<file path="src/prio_status_consts.vh">
// Constants for the interrupt priority and status block
`ifndef PRIO_STATUS_CONSTS_VH
`define PRIO_STATUS_CONSTS_VH

// Register byte addresses on the APB
`define ADDR_LOW_VOLTAGE     12'h000
`define ADDR_CHARGE_TIME     12'h004
`define ADDR_UART_THREE      12'h008
`define ADDR_U4ERR_I2C3      12'h00C
`define ADDR_SPI3_UART4      12'h010
`define ADDR_CHANNEL_NINE    12'h014
`define ADDR_CTRL_STATUS     12'h018
`define ADDR_SRC_FLAGS       12'h01C
`define ADDR_SRC_ENABLES     12'h020
`define ADDR_CPU_LEVEL       12'h024

// Priority field reset value and the disabled code
`define PRIO_RESET           3'b100
`define PRIO_OFF             3'b000

// Field positions (low bit of each 3-bit field)
`define POS_HI               12
`define POS_MID              8
`define POS_LO4              4
`define POS_LO0              0

// Status register fields
`define BIT_REQ_UNACKED      15
`define BIT_VEC_CAPTURE      13
`define POS_LEVEL            8
`define VEC_OFFSET           7'h08

// Number of sources in this group and first vector of the group
`define NUM_SRC              14
`define SRC_VEC_BASE         7'h50

`define ZERO32               32'h0000_0000
`define USER_LEVEL_MAX       4'h7
`endif

</file>
<file path="src/interrupt_priority_status.v">
// Priority fields, request arbitration and control/status register
// Structure in brief:
// - ten APB words, all answered without wait states
// - fourteen sources, each a flag, an enable and a 3-bit priority
// - one combinational winner search, then a registered request
// - trap requests from outside overrule the CPU level mask
// - status word shows the waiting request, the level and a vector
// Limitation: vector numbers per source are local to this group
// Trade-off: request is registered, so it trails the flag by a cycle
// Hazard: acknowledge clears by registered vector, never by live winner
// Hazard: an event in the clearing cycle keeps its flag set
// Limitation: trap sources have no flag here; TRAP_REQ_I is the request, the level pin only qualifies it
//
// The APB slave port and the placing of the registers were chosen for this implementation.
module interrupt_priority_status (
    input  wire        CLK_I,
    input  wire        RST_B_I,
    input  wire        PSEL_I,
    input  wire        PENABLE_I,
    input  wire        PWRITE_I,
    input  wire [11:0] PADDR_I,
    input  wire [31:0] PWDATA_I,
    output reg  [31:0] PRDATA_O,
    output wire        PREADY_O,
    output wire        PSLVERR_O,
    input  wire [13:0] SRC_EVENT_I,
    input  wire        CPU_ACK_I,
    input  wire        TRAP_REQ_I,
    input  wire [3:0]  TRAP_LEVEL_I,
    output reg         CPU_IRQ_O,
    output reg  [3:0]  CPU_IRQ_LEVEL_O,
    output reg  [6:0]  CPU_IRQ_VECTOR_O
);

`include "prio_status_consts.vh"

    // Position of each source in the flag, enable and priority arrays
    localparam SRC_LOW_VOLTAGE = 0;
    localparam SRC_CHARGE_TIME = 1;
    localparam SRC_U3_TX       = 2;
    localparam SRC_U3_RX       = 3;
    localparam SRC_U3_ERR      = 4;
    localparam SRC_U4_ERR      = 5;
    localparam SRC_I2C3_MST    = 6;
    localparam SRC_I2C3_SLV    = 7;
    localparam SRC_SPI3_EVT    = 8;
    localparam SRC_SPI3_FLT    = 9;
    localparam SRC_U4_TX       = 10;
    localparam SRC_U4_RX       = 11;
    localparam SRC_CAP_NINE    = 12;
    localparam SRC_CMP_NINE    = 13;
    reg  [2:0]  prio_q [0:`NUM_SRC-1];
    reg  [13:0] flag_q;
    reg  [13:0] enable_q;
    reg  [3:0]  cpu_level_q;
    reg         vec_capture_sel_q;
    reg         request_unacked_q;
    reg  [3:0]  new_cpu_level_q;
    reg  [6:0]  pending_vector_id_q;
    reg  [6:0]  acked_vector_q;

    // Access phase strobes; the slave never stalls, so these are commit points
    wire        wr_en = PSEL_I & PENABLE_I & PWRITE_I;
    wire        rd_en = PSEL_I & PENABLE_I & ~PWRITE_I;
    reg         addr_hit;
    // One loop index per process; a shared one would have several writers
    integer     i_rst;
    integer     i_arb;
    integer     i_clr;

    // Matches for the words kept outside the priority array
    wire        hit_ctrl_status = (PADDR_I == `ADDR_CTRL_STATUS);
    wire        hit_src_flags   = (PADDR_I == `ADDR_SRC_FLAGS);
    wire        hit_src_enables = (PADDR_I == `ADDR_SRC_ENABLES);
    wire        hit_cpu_level   = (PADDR_I == `ADDR_CPU_LEVEL);

    // Write strobes for those words
    wire        wr_ctrl_status  = wr_en & hit_ctrl_status;
    wire        wr_src_flags    = wr_en & hit_src_flags;
    wire        wr_src_enables  = wr_en & hit_src_enables;
    wire        wr_cpu_level    = wr_en & hit_cpu_level;

    // Priority fields under their own names
    wire [2:0]  low_voltage_prio      = prio_q[SRC_LOW_VOLTAGE];
    wire [2:0]  charge_time_prio      = prio_q[SRC_CHARGE_TIME];
    wire [2:0]  uart_three_tx_prio    = prio_q[SRC_U3_TX];
    wire [2:0]  uart_three_rx_prio    = prio_q[SRC_U3_RX];
    wire [2:0]  uart_three_err_prio   = prio_q[SRC_U3_ERR];
    wire [2:0]  uart_four_err_prio    = prio_q[SRC_U4_ERR];
    wire [2:0]  i2c_three_master_prio = prio_q[SRC_I2C3_MST];
    wire [2:0]  i2c_three_slave_prio  = prio_q[SRC_I2C3_SLV];
    wire [2:0]  spi_three_event_prio  = prio_q[SRC_SPI3_EVT];
    wire [2:0]  spi_three_fault_prio  = prio_q[SRC_SPI3_FLT];
    wire [2:0]  uart_four_tx_prio     = prio_q[SRC_U4_TX];
    wire [2:0]  uart_four_rx_prio     = prio_q[SRC_U4_RX];
    wire [2:0]  capture_nine_prio     = prio_q[SRC_CAP_NINE];
    wire [2:0]  compare_nine_prio     = prio_q[SRC_CMP_NINE];

    // Zero-wait slave; unmapped addresses flagged as an error
    assign PREADY_O  = 1'b1;
    assign PSLVERR_O = PSEL_I & PENABLE_I & ~addr_hit;

    // Place a 3-bit field in a 16-bit word
    function [15:0] place;
        input [2:0] f;
        input integer pos;
        begin
            place = {13'h0000, f} << pos;
        end
    endfunction

    // Pick one 3-bit priority field out of a 32-bit word
    function [2:0] pick;
        input [31:0] w;
        input integer pos;
        begin
            pick = w[pos +: 3];
        end
    endfunction

    // Vector number to status field value; the field counts from vector eight
    function [6:0] vec_field;
        input [6:0] v;
        begin
            vec_field = v - `VEC_OFFSET;
        end
    endfunction

    // Strictly-above compare on 4-bit levels, shared by user and trap paths
    function above;
        input [3:0] a;
        input [3:0] b;
        begin
            above = (a > b);
        end
    endfunction

    // Address decode
    always @* begin
        case (PADDR_I)
            `ADDR_LOW_VOLTAGE, `ADDR_CHARGE_TIME, `ADDR_UART_THREE,
            `ADDR_U4ERR_I2C3, `ADDR_SPI3_UART4, `ADDR_CHANNEL_NINE,
            `ADDR_CTRL_STATUS, `ADDR_SRC_FLAGS, `ADDR_SRC_ENABLES,
            `ADDR_CPU_LEVEL: addr_hit = 1'b1;
            default:         addr_hit = 1'b0;
        endcase
    end

    // Priority field writes; only the mapped bits are stored
    always @(posedge CLK_I or negedge RST_B_I) begin
        if (!RST_B_I) begin
            for (i_rst = 0; i_rst < `NUM_SRC; i_rst = i_rst + 1) begin
                prio_q[i_rst] <= `PRIO_RESET;
            end
        end else if (wr_en) begin
            case (PADDR_I)
                `ADDR_LOW_VOLTAGE: prio_q[0] <= pick(PWDATA_I, `POS_LO0);
                `ADDR_CHARGE_TIME: prio_q[1] <= pick(PWDATA_I, `POS_LO4);
                `ADDR_UART_THREE: begin
                    prio_q[2] <= pick(PWDATA_I, `POS_HI);
                    prio_q[3] <= pick(PWDATA_I, `POS_MID);
                    prio_q[4] <= pick(PWDATA_I, `POS_LO4);
                end
                `ADDR_U4ERR_I2C3: begin
                    prio_q[5] <= pick(PWDATA_I, `POS_HI);
                    prio_q[6] <= pick(PWDATA_I, `POS_LO4);
                    prio_q[7] <= pick(PWDATA_I, `POS_LO0);
                end
                `ADDR_SPI3_UART4: begin
                    prio_q[8]  <= pick(PWDATA_I, `POS_HI);
                    prio_q[9]  <= pick(PWDATA_I, `POS_MID);
                    prio_q[10] <= pick(PWDATA_I, `POS_LO4);
                    prio_q[11] <= pick(PWDATA_I, `POS_LO0);
                end
                `ADDR_CHANNEL_NINE: begin
                    prio_q[12] <= pick(PWDATA_I, `POS_LO4);
                    prio_q[13] <= pick(PWDATA_I, `POS_LO0);
                end
                default: ;
            endcase
        end
    end

    // capture select holds what software last wrote to bit 13; the only writable status bit
    always @(posedge CLK_I or negedge RST_B_I) begin
        if (!RST_B_I) begin
            vec_capture_sel_q <= 1'b0;
        end else if (wr_ctrl_status) begin
            vec_capture_sel_q <= PWDATA_I[`BIT_VEC_CAPTURE];
        end
    end

    // Source enables; all off after reset so nothing fires unasked
    always @(posedge CLK_I or negedge RST_B_I) begin
        if (!RST_B_I) begin
            enable_q <= 14'h0000;
        end else if (wr_src_enables) begin
            enable_q <= PWDATA_I[13:0];
        end
    end

    // CPU level as the core reports it; zero lets every enabled source with a nonzero priority pass
    always @(posedge CLK_I or negedge RST_B_I) begin
        if (!RST_B_I) begin
            cpu_level_q <= 4'h0;
        end else if (wr_cpu_level) begin
            cpu_level_q <= PWDATA_I[3:0];
        end
    end

    // Arbitration: highest priority enabled flagged source, lowest index wins ties
    // Sources that may compete: flagged and enabled
    wire [13:0] live_src = flag_q & enable_q;
    reg  [2:0]  best_prio;
    reg  [3:0]  best_idx;
    always @* begin
        best_prio = `PRIO_OFF;
        best_idx  = 4'h0;
        // Strict compare keeps the lowest index among equal priorities
        for (i_arb = 0; i_arb < `NUM_SRC; i_arb = i_arb + 1) begin
            if (live_src[i_arb] && prio_q[i_arb] != `PRIO_OFF &&
                prio_q[i_arb] > best_prio) begin
                best_prio = prio_q[i_arb];
                best_idx  = i_arb[3:0];
            end
        end
    end

    wire        pend_any   = (best_prio != `PRIO_OFF);
    wire [6:0]  best_vec   = `SRC_VEC_BASE + {3'b000, best_idx};
    // binary priority compare; strictly above CPU level
    wire        user_go    = pend_any && above({1'b0, best_prio}, cpu_level_q);
    // traps bypass the CPU level mask
    wire        trap_go    = TRAP_REQ_I && above(TRAP_LEVEL_I, `USER_LEVEL_MAX);
    wire        fire       = trap_go | user_go;
    wire [3:0]  fire_level = trap_go ? TRAP_LEVEL_I : {1'b0, best_prio};

    // Acknowledge of the request now on the outputs
    wire        ack_take   = CPU_ACK_I & CPU_IRQ_O;
    // A trap level on the outputs means no user source was served
    wire        ack_user   = ack_take & ~CPU_IRQ_LEVEL_O[3];
    // Served source from the registered vector, not the live winner,
    // so a source that overtakes in the acknowledge cycle keeps its flag
    wire [6:0]  served_idx = CPU_IRQ_VECTOR_O - `SRC_VEC_BASE;
    reg  [13:0] clr_mask;

    // Clear requests: the served source on acknowledge, or a zero from software
    always @* begin
        clr_mask = 14'h0000;
        for (i_clr = 0; i_clr < `NUM_SRC; i_clr = i_clr + 1) begin
            if (ack_user && served_idx == i_clr) begin
                clr_mask[i_clr] = 1'b1;
            end
            if (wr_src_flags && !PWDATA_I[i_clr]) begin
                clr_mask[i_clr] = 1'b1;
            end
        end
    end

    // Source flags: event sets, a clear request drops it; set wins a tie
    always @(posedge CLK_I or negedge RST_B_I) begin
        if (!RST_B_I) begin
            flag_q <= 14'h0000;
        end else begin
            flag_q <= SRC_EVENT_I | (flag_q & ~clr_mask);
        end
    end

    // Request to the CPU and status register fields
    always @(posedge CLK_I or negedge RST_B_I) begin
        if (!RST_B_I) begin
            CPU_IRQ_O           <= 1'b0;
            CPU_IRQ_LEVEL_O     <= 4'h0;
            CPU_IRQ_VECTOR_O    <= 7'h00;
            request_unacked_q   <= 1'b0;
            new_cpu_level_q     <= 4'h0;
            pending_vector_id_q <= 7'h00;
            acked_vector_q      <= 7'h00;
        end else begin
            // Low for one cycle after an acknowledge so the core sees a new edge
            CPU_IRQ_O        <= fire & ~ack_take;
            CPU_IRQ_LEVEL_O  <= fire_level;
            CPU_IRQ_VECTOR_O <= best_vec;
            // pending but held off by CPU level
            request_unacked_q <= pend_any & ~user_go;
            if (ack_take) begin
                new_cpu_level_q <= CPU_IRQ_LEVEL_O;
                acked_vector_q  <= vec_field(CPU_IRQ_VECTOR_O);
            end
            if (vec_capture_sel_q) begin
                pending_vector_id_q <= pend_any ? vec_field(best_vec) : 7'h00;
            end else if (ack_take) begin
                pending_vector_id_q <= vec_field(CPU_IRQ_VECTOR_O);
            end else begin
                pending_vector_id_q <= acked_vector_q;
            end
        end
    end

    // Register images; positions outside the fields are tied to zero here,
    // which keeps unimplemented bits at zero whatever software wrote
    // low voltage image
    wire [15:0] word_low_voltage = place(low_voltage_prio, `POS_LO0);
    wire [15:0] word_charge_time = place(charge_time_prio, `POS_LO4);
    wire [15:0] word_uart_three  = place(uart_three_tx_prio, `POS_HI) |
                                   place(uart_three_rx_prio, `POS_MID) |
                                   place(uart_three_err_prio, `POS_LO4);
    // UART four error and I2C three image
    wire [15:0] word_u4err_i2c3  = place(uart_four_err_prio, `POS_HI) |
                                   place(i2c_three_master_prio, `POS_LO4) |
                                   place(i2c_three_slave_prio, `POS_LO0);
    // SPI three and UART four image
    wire [15:0] word_spi3_uart4  = place(spi_three_event_prio, `POS_HI) |
                                   place(spi_three_fault_prio, `POS_MID) |
                                   place(uart_four_tx_prio, `POS_LO4) |
                                   place(uart_four_rx_prio, `POS_LO0);
    wire [15:0] word_chan_nine   = place(capture_nine_prio, `POS_LO4) |
                                   place(compare_nine_prio, `POS_LO0);
    // status image; gaps at 14, 12 and 7 read zero
    wire [15:0] word_ctrl_status = {request_unacked_q, 1'b0, vec_capture_sel_q, 1'b0,
                                    new_cpu_level_q, 1'b0, pending_vector_id_q};

    // Read mux; zero outside a read access phase and for unmapped addresses
    always @* begin
        PRDATA_O = `ZERO32;
        if (rd_en) begin
            case (PADDR_I)
                `ADDR_LOW_VOLTAGE:  PRDATA_O[15:0] = word_low_voltage;
                `ADDR_CHARGE_TIME:  PRDATA_O[15:0] = word_charge_time;
                `ADDR_UART_THREE:   PRDATA_O[15:0] = word_uart_three;
                `ADDR_U4ERR_I2C3:   PRDATA_O[15:0] = word_u4err_i2c3;
                `ADDR_SPI3_UART4:   PRDATA_O[15:0] = word_spi3_uart4;
                `ADDR_CHANNEL_NINE: PRDATA_O[15:0] = word_chan_nine;
                `ADDR_CTRL_STATUS:  PRDATA_O[15:0] = word_ctrl_status;
                `ADDR_SRC_FLAGS:    PRDATA_O[13:0] = flag_q;
                `ADDR_SRC_ENABLES:  PRDATA_O[13:0] = enable_q;
                `ADDR_CPU_LEVEL:    PRDATA_O[3:0]  = cpu_level_q;
                default:            PRDATA_O = `ZERO32;
            endcase
        end
    end

endmodule // interrupt_priority_status

</file>
<file path="config.mk">
export PLATFORM = sky130hd
export DESIGN_NAME = interrupt_priority_status
export DESIGN_NICKNAME = d
export VERILOG_FILES = /design/src/interrupt_priority_status.v
export VERILOG_INCLUDE_DIRS = /design/src
export SDC_FILE = /design/constraint.sdc
export NUM_CORES = 1
export LEC_CHECK = 0
export ABC_AREA = 1
export BUFFER_PORTS_ARGS = -buffer_cell sky130_fd_sc_hd__buf_2
export CORE_ASPECT_RATIO = 0.5
export CORE_MARGIN = 3
export CORE_UTILIZATION = 62
export DETAILED_ROUTE_END_ITERATION = 10
export HOLD_SLACK_MARGIN = 0.1
export PLACE_DENSITY = 0.86
export RECOVER_POWER = 100
export SLEW_MARGIN = 10
export SYNTH_ARGS = -nofsm -noshare
export SYNTH_HDL_FRONTEND = slang
export SYNTH_SLANG_ARGS = --single-unit
</file>
<file path="constraint.sdc">
create_clock -name CLK_I -period 26.1 [get_ports CLK_I]
set_input_delay 2.61 -clock CLK_I [delete_from_list [all_inputs] [get_ports CLK_I]]
set_output_delay 2.61 -clock CLK_I [all_outputs]
set_load 0.1 [all_outputs]
</file>
Yosys cells after proc, flatten, opt, wreduce, memory -nomap -nowiden
Cells that the tools add are included.

Add/sub/neg operators: 4. Bitwise gates (word level): 30. Eq/ne operators: 22. Magnitude comparators: 16. Muxes and demuxes: 64. Reduce and logical (&&, ||, !) cells: 96.

Operators by type and width (number): 10-bit case mux with 8 select lines (1); 1-bit logical AND (58); 4-bit two-way mux (13); 12-bit by 5-bit == test with 1-bit output, second input constant (4); 15-bit by 7-bit OR with 15-bit output (3); 3-bit nonzero test (15); 7-bit by 4-bit == test with 1-bit output, second input constant (6); 3-bit two-way mux (14); 3-bit greater-than comparator (13); 4-bit case mux with 9 select lines (1); 1-bit two-way mux (30); 15-bit by 11-bit OR with 15-bit output (2); 15-bit by 3-bit OR with 15-bit output (2); 14-bit AND (2); 7-bit by 3-bit == test with 1-bit output, second input constant (4); 12-bit by 4-bit == test with 1-bit output, second input constant (2); 12-bit by 6-bit == test with 1-bit output, second input constant (2); 7-bit two-way mux (3); 16-bit two-way mux (1); 7-bit by 2-bit == test with 1-bit output, second input constant (2); 1-bit zero test (14); 14-bit NOT (1); 14-bit OR (1); 7-bit by 4-bit subtractor with 7-bit output, second input constant (2); 16 further kinds (36).

Bits of input ports: 69. Bits in registers: 106. Output and inout port bits: 46.

Longest topological paths before layout
Gate-level depths: netlist of run 1.

Depth after elaboration: 47. Depth in mapped cells: 114.

Worst setup path before layout of run 1
OpenSTA, ideal clock, no wires.

Kind: register to register. Start point: reg prio_q, in the netlist low_voltage_prio[2]. End point: reg request_unacked_q. Slack: 11477 ps. Buffers on the path: 0. Setup time: 113 ps. Arrival time: 14510 ps. Cell stages (with the launch flop): 103. Clock period less this slack: 14623 ps. Required time: 25987 ps. Path through: dfstp_2 -> inv_1 -> nand2_1 -> nand3_1 -> nor2_1 -> inv_1 -> ha_1 -> nand3_1 -> nand2_2 -> nor2_4 -> nand2_2 -> o21ai_0 -> ha_1 -> o21ai_0 -> nand3_2 -> nand3_2 -> nand2_4 -> o21ai_0 -> [67 not listed] -> o21ai_0 -> ha_1 -> inv_1 -> o21bai_1 -> inv_1 -> nand2_2 -> nand2_2 -> nand2_1 -> nand2_2 -> inv_1 -> ha_1 -> a21oi_1 -> inv_1 -> a21oi_1 -> nor3b_1 -> inv_1 -> nand2_1 -> inv_1.

Longest elaborated chain between the ends: 47. Elaborated cells on any way between the ends: 49.

RTL lines: from (decl) (RTL line interrupt_priority_status.v:52) `` reg [2:0] prio_q [0:`NUM_SRC-1]; ``; from (signal, indexed assignment) (RTL line interrupt_priority_status.v:153) `` prio_q[i_rst] <= `PRIO_RESET; ``; parallel branches: the longest is 3 deep, another holds 3-bit by 1-bit greater-than comparator with 1-bit output; 3-bit two-way mux * (RTL line interrupt_priority_status.v:221) `` if (live_src[i_arb] && prio_q[i_arb] != `PRIO_OFF && ``; 3-bit greater-than comparator (RTL line interrupt_priority_status.v:222) `prio_q[i_arb] > best_prio) begin`; 1-bit logical AND (RTL line interrupt_priority_status.v:221); 3-bit two-way mux * (RTL line interrupt_priority_status.v:221); 3-bit greater-than comparator (RTL line interrupt_priority_status.v:222); 1-bit logical AND (RTL line interrupt_priority_status.v:221); 3-bit two-way mux * (RTL line interrupt_priority_status.v:221); [29 not listed]; 3-bit two-way mux * (RTL line interrupt_priority_status.v:221); 3-bit greater-than comparator (RTL line interrupt_priority_status.v:222); 1-bit logical AND (RTL line interrupt_priority_status.v:221); 3-bit two-way mux * (RTL line interrupt_priority_status.v:221); 3-bit by 4-bit greater-than comparator with 1-bit output / 3-bit nonzero test (equally long branches); 1-bit logical AND (RTL line interrupt_priority_status.v:232) `wire user_go = pend_any && above({1'b0, best_prio}, cpu_level_q);`; 1-bit NOT (RTL line interrupt_priority_status.v:285) `request_unacked_q <= pend_any & ~user_go;`; 1-bit AND * (RTL line interrupt_priority_status.v:285); to (signal assigned) (RTL line interrupt_priority_status.v:285); to (decl) (RTL line interrupt_priority_status.v:57) `reg request_unacked_q;`.

Every way passes the cells marked *. A chain may end at the register's enable or synchronous reset.

Final worst setup path of run 1
Start point: reg prio_q, in the netlist low_voltage_prio[2]. End point: reg CPU_IRQ_O.

Longest elaborated chain between the ends: 47. Elaborated cells on any way between the ends: 49.

RTL lines: parallel branches: the longest is 3 deep, another holds 3-bit by 1-bit greater-than comparator with 1-bit output; 3-bit two-way mux * (RTL line interrupt_priority_status.v:221); 3-bit greater-than comparator (RTL line interrupt_priority_status.v:222); 1-bit logical AND (RTL line interrupt_priority_status.v:221); 3-bit two-way mux * (RTL line interrupt_priority_status.v:221); 3-bit greater-than comparator (RTL line interrupt_priority_status.v:222); 1-bit logical AND (RTL line interrupt_priority_status.v:221); 3-bit two-way mux * (RTL line interrupt_priority_status.v:221); [29 not listed]; 3-bit two-way mux * (RTL line interrupt_priority_status.v:221); 3-bit greater-than comparator (RTL line interrupt_priority_status.v:222); 1-bit logical AND (RTL line interrupt_priority_status.v:221); 3-bit two-way mux * (RTL line interrupt_priority_status.v:221); 3-bit by 4-bit greater-than comparator with 1-bit output / 3-bit nonzero test (equally long branches); 1-bit logical AND * (RTL line interrupt_priority_status.v:232); 1-bit OR * (RTL line interrupt_priority_status.v:235) `wire fire = trap_go | user_go;`; 1-bit AND * (RTL line interrupt_priority_status.v:281) `CPU_IRQ_O <= fire & ~ack_take;`; to (signal assigned) (RTL line interrupt_priority_status.v:281); to (decl) (RTL line interrupt_priority_status.v:30) `output reg CPU_IRQ_O,`.

Marks and branches as above.

==> results of run 1 <==
synthesized netlist by cell type (3+ instances only):
| master | count | share of area (%) |
|---|---|---|
| ha_1 | 21 | 3.8 |
| nand3_2 | 26 | 3.8 |
| dfstp_2 | 14 | 5.3 |
| o22ai_1 | 10 | 0.90 |
| clkbuf_1 | 13 | 0.71 |
| dfrtp_1 | 90 | 33 |
| nand2_1 | 222 | 12 |
| nand2_2 | 23 | 2.1 |
| o211ai_1 | 3 | 0.33 |
| inv_2 | 5 | 0.27 |
| buf_4 | 19 | 2.1 |
| a22o_1 | 4 | 0.51 |
| a21oi_1 | 21 | 1.5 |
| a31oi_1 | 5 | 0.45 |
| a21oi_4 | 4 | 0.94 |
| nor2_1 | 60 | 3.3 |
| inv_1 | 115 | 6.2 |
| o21bai_1 | 13 | 1.4 |
| a221oi_1 | 3 | 0.38 |
| a31o_2 | 4 | 0.51 |
| nor2_4 | 3 | 0.49 |
| nand3_1 | 55 | 4.0 |
| o21a_1 | 4 | 0.43 |
| o21ai_1 | 7 | 0.51 |
| o21ai_0 | 102 | 7.4 |
| o311ai_0 | 3 | 0.38 |
| nand2_4 | 16 | 2.6 |
| or2_2 | 8 | 0.72 |
| nor3_1 | 5 | 0.36 |
| nand4_1 | 3 | 0.27 |
| o41ai_1 | 3 | 0.38 |
area by class of cell:
class | instances | area (sq um)
Fill cell | 875 | 2978
Sequential cell | 104 | 2620
Tap cell | 140 | 175.2
Clock buffer | 10 | 239.0
Clock inverter | 6 | 67.56
Inverter | 123 | 462.9
Timing Repair Buffer | 83 | 374.1
Multi-Input combinational cell | 668 | 3623
cell families (layout without fill, tap and decap cells):
group                      count (synthesis)  count (layout)  synth area share [%]
AOI/OAI and AO/OA                        196             196                 17.32
adders and majority gates                 21              21                 3.801
buffers and inverters                    155             222                 9.647
DFF                                      104             104                 37.90
muxes                                      2               2                0.3258
other                                      2              19                0.1086
and+or+nand+nor                          430             430                 30.90
worst max-delay path by stage:
stage / startpoint / end / slack, ns / depth (start not counted)
2_1_floorplan: low_voltage_prio[2] / request_unacked_q / 11.48 / 102
3_3_place_gp: low_voltage_prio[2] / CPU_IRQ_O / 10.05 / 101
3_5_place_dp: low_voltage_prio[2] / CPU_IRQ_O / 9.68 / 101
4_1_cts: low_voltage_prio[2] / CPU_IRQ_O / 9.52 / 101
5_1_grt: low_voltage_prio[2] / CPU_IRQ_O / 6.96 / 103
6_report: low_voltage_prio[2] / CPU_IRQ_O / 8.65 / 102
routing by layer:
| layer | up-vias | share of wire [%] | global-route usage [%] | routed length (um) |
|---|---|---|---|---|
| li1 | 3124 | - | - | - |
| met2 | 380 | 41 | 50.13 | 8708 |
| met4 | 0 | 1.9 | 8.908 | 408 |
| met3 | 36 | 12 | 9.742 | 2448 |
| met5 | - | 0 | 0 | 0 |
| met1 | 3202 | 45 | 49.28 | 9430 |
worst min-delay path, stage by stage, from the launching register on:
cell	delay, ns
dfrtp_1	0.35
nand2_1	0.05
nand2_1	0.04
flip-flops by register name (all words and copies together), names as in the netlist, 4 cells and up:
name / cells
acked_vector_q: 7
CPU_IRQ_VECTOR_O: 5
pending_vector_id_q: 7
flag_q: 14
CPU_IRQ_LEVEL_O: 4
enable_q: 14
cpu_level_q: 4
new_cpu_level_q: 4
power breakdown:
group | switching (mW) | total (mW) | internal (mW)
sequential | 0.00153 | 0.165 | 0.164
clock | 0.0697 | 0.141 | 0.0709
combinational | 0.0270 | 0.0321 | 0.00515
total | 0.0982 | 0.338 | 0.240
==> flow_summary_export.csv, run 1 <==
group,metric,value,unit
run_status,outcome,"finished with violations",
run_status,violations,"max-capacitance violations, max-slew violations",
job,cap_violations,1,
sta,setup_violations,0,
critical_path,path_buf_inv,12,
critical_path,arrival,17.74,ns
cells_and_area,stdcell_area,7562,sq um
yosys,synth_flop_cell,"dfrtp_1",
critical_path,cpMostUsedCell,"ha_1",
sta,slew_viol_final,78,
place,port_buffers,79,
yosys,yosysSeqAreaShare,37.90,%
detailed_routing,drc,0,
sta,worst_slew_pin_slew,4.092,ns
clocking,clock-sinks,104,
global_route,grt_pass1_wl,32600,um
clocking,path_clk_slew,0.08,ns
floorplan,row_count,26,
sta,finalHoldViolations,0,
cells_and_area,final_cells,1134,
detailed_routing,final_antenna_net_count,0,
critical_path,crit_fanout,8,
detailed_routing,vias,6742,
clocking,cts_buffer_depth,2,
critical_path,r2r_slack,8.65,ns
cells_and_area,layout_commonest_cell,"nand2_1",
detailed_routing,routed_wirelength,21000,um
critical_path,reg2reg_depth,102,
detailed_routing,drt_first_iter_violations,696,
cells_and_area,num_antenna_cells,0,
clocking,cts_inserted_buffers,9,
place,dp.cells,1118,
global_route,globalRouteOverflowTotal,0,
sta,period_needed,17.45,ns
cells_and_area,fin_util,71.75,%
power_and_ir_drop,p_leak,3.568,nW
sta,holdWs,0.4777,ns
yosys,syn_area,6913,sq um
worst_hold_path,hold_start,"CPU_IRQ_LEVEL_O[0]",
critical_path,endpoint_kind,"flop",
critical_path,crit_required,26.39,ns
floorplan,die_x,155.3,um
detailed_routing,avgViaCountPerCell,5.945,
place,pre_cts_ws,9.676,ns
clocking,cts_tree,"yes",
floorplan,dieArea,12530,sq um
cells_and_area,nets,1079,
yosys,synth-edff-count,0,
global_route,grt_usage,34.06,%
cells_and_area,syn2layout_area_growth,9.394,%
yosys,postSynthAreaPerCell,7.597,sq um
worst_hold_path,hp-class,"flop to flop",
sta,post-route-period-util,66.86,%
floorplan,initial_utilization,65.59,%
clocking,postCtsHoldBufs,0,
yosys,synthCells,910,
clocking,postCtsSetupRepairBufs,0,
floorplan,ioPinCount,115,
critical_path,critPathTopFamily,"simple AND/OR/NAND/NOR gates",
sta,setup_slack,8.651,ns
yosys,synthDistinctLibCells,50,
critical_path,r2r-end,"CPU_IRQ_O",
place,gp_congestion,0.9699,
floorplan,die_y,80.67,um
yosys,synth.yosys.warnings,0,
detailed_routing,dr.pass1.iters,5,
sta,fmax,57.31,MHz
yosys,ys_async_sr_fraction,100.0,%
worst_hold_path,whs_endpoint,"new_cpu_level_q[0]",
global_route,grt_max_degree,78,
worst_hold_path,worstHoldPathCells,2,
sta,final.setup.tns,0,ns
critical_path,crit_slowest_cell,"dfstp_2",
detailed_routing,routedWlPerCell,18.51,um
cells_and_area,layout_common_cells,"nand2_1 (230), inv_1 (115), o21ai_0 (103), dfrtp_1 (90), nor2_1 (61)",
critical_path,slowest_delay,0.54,ns
critical_path,crit_type,"flop to flop",
place,dpl.hpwl,16140,um
power_and_ir_drop,cellPowerDensity,44.67,nW/um^2
global_route,antenna_found_initial,0,
cells_and_area,drive_above_1_share,16.70,%
critical_path,critPathLaunchType,"flop",
clocking,clkLatencyLatePin,0.36,ns
sta,maxSlewHeadroom,-172.8,%
sta,clock_skew,0.01222,ns
sta,rsz0062_at_grt,"no",
power_and_ir_drop,peakVddDrop,0.03530,mV
clocking,cts_resized,0,
power_and_ir_drop,totalPowerFinal,0.3378,mW
critical_path,regToRegStartpoint,"low_voltage_prio[2]",
clocking,cts_root_buf,"clkbuf_16",
global_route,grt_pass1_vias,6133,
floorplan,core-area,10540,sq um
place,postPlaceCellArea,7388,sq um
yosys,ys_ff_latch,104,
clocking,htreeDepth,3,
(Power assumes the default switching activity.)
==> inputs of run 2 (changes only) <==
--- a/config.mk
+++ b/config.mk
@@ -10,10 +10,10 @@
 export BUFFER_PORTS_ARGS = -buffer_cell sky130_fd_sc_hd__buf_2
 export CORE_ASPECT_RATIO = 0.5
 export CORE_MARGIN = 3
-export CORE_UTILIZATION = 62
+export CORE_UTILIZATION = 57
 export DETAILED_ROUTE_END_ITERATION = 10
 export HOLD_SLACK_MARGIN = 0.1
-export PLACE_DENSITY = 0.86
+export PLACE_DENSITY = 0.8
 export RECOVER_POWER = 100
 export SLEW_MARGIN = 10
 export SYNTH_ARGS = -nofsm -noshare
==> constraint.sdc (replaced) <==
create_clock -name CLK_I -period 17.1 [get_ports CLK_I]
set_input_delay 1.71 -clock CLK_I [delete_from_list [all_inputs] [get_ports CLK_I]]
set_output_delay 1.71 -clock CLK_I [all_outputs]
set_load 0.1 [all_outputs]
==> run 2 against run 1 <==
Sequential power up 53%. Hold slack better by 0.0040 ns. Non-clock buffer count unchanged. Clock skew up 0.0012 ns. Core utilization down 4.7 points. Clock power up 48%. Largest power group unchanged. Flip-flop and latch count unchanged. The run still ends with max-capacitance violations, max-slew violations left.
==> flow_summary_export.csv, run 2 (synthesis gave the netlist of run 1 again) <==
group,metric,value,unit
run_status,violations,"max-capacitance violations, max-slew violations",
critical_path,arrival,16.13,ns
floorplan,initial_utilization,60.54,%
place,gp_congestion,0.9612,
cells_and_area,top_regs,"enable_q x14, flag_q x14",
place,pre_cts_ws,0.4971,ns
critical_path,critPathLaunchType,"flop",
cells_and_area,stdcell_area,7654,sq um
sta,maxSlewHeadroom,-142.3,%
power_and_ir_drop,p_int,0.3604,mW
clocking,clock-sinks,104,
global_route,grt_max_degree,68,
power_and_ir_drop,p_leak,3.637,nW
sta,worst_slew_pin_slew,3.634,ns
critical_path,slowest_delay,0.54,ns
global_route,grt_pass1_vias,6225,
critical_path,endpoint_kind,"flop",
worst_hold_path,worstHoldPathCells,2,
critical_path,cpMostUsedCell,"ha_1",
clocking,clkLatencyLatePin,0.36,ns
clocking,cts_tree,"yes",
power_and_ir_drop,clockPowerShare,40.9,%
detailed_routing,vias,6721,
power_and_ir_drop,p_switching,0.1499,mW
detailed_routing,final_antenna_net_count,0,
sta,slew_viol_final,107,
critical_path,r2r_slack,1.21,ns
detailed_routing,routedWlPerCell,18.36,um
run_status,outcome,"finished with violations",
sta,finalHoldViolations,0,
global_route,grt_pass1_wl,33360,um
clocking,cts_root_buf,"clkbuf_16",
floorplan,ioPinCount,115,
place,postPlaceCellArea,7412,sq um
detailed_routing,routed_wirelength,21160,um
critical_path,path_buf_inv,10,
detailed_routing,drc,0,
cells_and_area,layout_commonest_cell,"nand2_1",
floorplan,die_y,83.87,um
sta,fmax,62.92,MHz
clocking,cts_buffer_depth,2,
floorplan,core-area,11420,sq um
power_and_ir_drop,swShare,29.37,%
detailed_routing,avgViaCountPerCell,5.829,
floorplan,die_x,161.7,um
critical_path,crit_required,17.34,ns
clocking,path_clk_slew,0.08,ns
critical_path,crit_slowest_cell,"dfstp_2",
floorplan,row_count,27,
global_route,globalRouteOverflowTotal,0,
critical_path,regToRegStartpoint,"low_voltage_prio[2]",
sta,clock_skew,0.01341,ns
worst_hold_path,hold_start,"CPU_IRQ_LEVEL_O[2]",
clocking,htreeDepth,3,
critical_path,crit_fanout,8,
sta,post-route-period-util,92.94,%
global_route,antenna_found_initial,0,
sta,setup_violations,0,
clocking,cts_inserted_buffers,9,
cells_and_area,nets,1079,
detailed_routing,drt_first_iter_violations,822,
cells_and_area,layout_common_cells,"nand2_1 (223), inv_1 (115), o21ai_0 (93), dfrtp_1 (90), nor2_1 (59)",
global_route,grt_usage,31.55,%
worst_hold_path,whs_endpoint,"new_cpu_level_q[2]",
sta,final.setup.tns,0,ns
detailed_routing,dr.pass1.iters,6,
critical_path,reg2reg_depth,100,
power_and_ir_drop,cellPowerDensity,66.67,nW/um^2
cells_and_area,final_cells,1153,
clocking,postCtsSetupRepairBufs,0,
power_and_ir_drop,p_seq_share,49.4,%
floorplan,dieArea,13570,sq um
cells_and_area,fin_util,67.03,%
worst_hold_path,hp-class,"flop to flop",
sta,setup_slack,1.208,ns
place,dpl.hpwl,16220,um
place,dp.cells,1137,
cells_and_area,num_antenna_cells,0,
cells_and_area,syn2layout_area_growth,10.71,%
place,port_buffers,79,
power_and_ir_drop,comb_power_share,9.7,%
critical_path,r2r-end,"CPU_IRQ_O",
critical_path,crit_type,"flop to flop",
power_and_ir_drop,peakVddDrop,0.05122,mV
job,cap_violations,2,
critical_path,critPathTopFamily,"simple AND/OR/NAND/NOR gates",
cells_and_area,drive_above_1_share,18.11,%
sta,period_needed,15.89,ns
## run 2: final cells by class
| type | count | area, sq um |
|---|---|---|
| Fill cell | 1023 | 3765 |
| Multi-Input combinational cell | 668 | 3695 |
| Sequential cell | 104 | 2620 |
| Inverter | 123 | 475.5 |
| Timing Repair Buffer | 83 | 374.1 |
| Clock buffer | 10 | 229.0 |
| Tap cell | 159 | 198.9 |
| Clock inverter | 6 | 61.31 |
## run 2: through the flow
| stage | power (mW) | hold WS, ns |
|---|---|---|
| 2_1_floorplan | 0.2919 | 0.4445 |
| 6_report | 0.5103 | 0.4817 |
| 5_1_grt | 0.5244 | 0.5037 |
| 3_5_place_dp | 0.3062 | 0.4613 |
| 4_1_cts | 0.5099 | 0.4830 |
| 3_3_place_gp | 0.3055 | 0.4626 |
## run 2: per-layer routing
layer  track usage, %  up-vias  share of wire, %
met3            11.05       61                13
met1            45.76     3128                44
met4            9.056        0               3.0
met2            44.42      409                40
met5                0        -                 0
li1                 -     3123                 -
## run 2: how the worst max path moves through the flow
| stage | startpoint | to | slack [ns] | cells past startpoint |
|---|---|---|---|---|
| after floorplan | low_voltage_prio[2] | request_unacked_q | 2.48 | 102 |
| after global placement | low_voltage_prio[2] | CPU_IRQ_O | 1.01 | 101 |
| after detailed placement | low_voltage_prio[2] | CPU_IRQ_O | 0.50 | 101 |
| after CTS | low_voltage_prio[2] | CPU_IRQ_O | 0.43 | 101 |
| after global routing | low_voltage_prio[2] | CPU_IRQ_O | -0.01 | 102 |
| final | low_voltage_prio[2] | CPU_IRQ_O | 1.21 | 100 |
## run 2: worst reg2reg max path, delay by kind of cell (launching register included)
family	cells	cell delay [ns]
AOI/OAI and AO/OA	23	4.29
adders and majority gates	14	3.89
buffers and inverters	10	0.73
DFF	1	0.54
and+or+nand+nor	53	6.30
## run 2: power groups by stage
stage / Clock, mW / Combinational [mW] / Sequential [mW]
finish: 0.209 / 0.0493 / 0.252
global route: 0.220 / 0.0523 / 0.252
CTS: 0.208 / 0.0496 / 0.252
detailed placement: 0 / 0.0495 / 0.257
global placement: 0 / 0.0489 / 0.257
floorplan: 0 / 0.0313 / 0.261
## run 2: timing repair
| item | 4_1_cts | 5_1_grt |
|---|---|---|
| hold buffers | 0 | 0 |
| endpoints found under the setup margin | 0 | 9 |
| gates resized for setup | 0 | 11 |
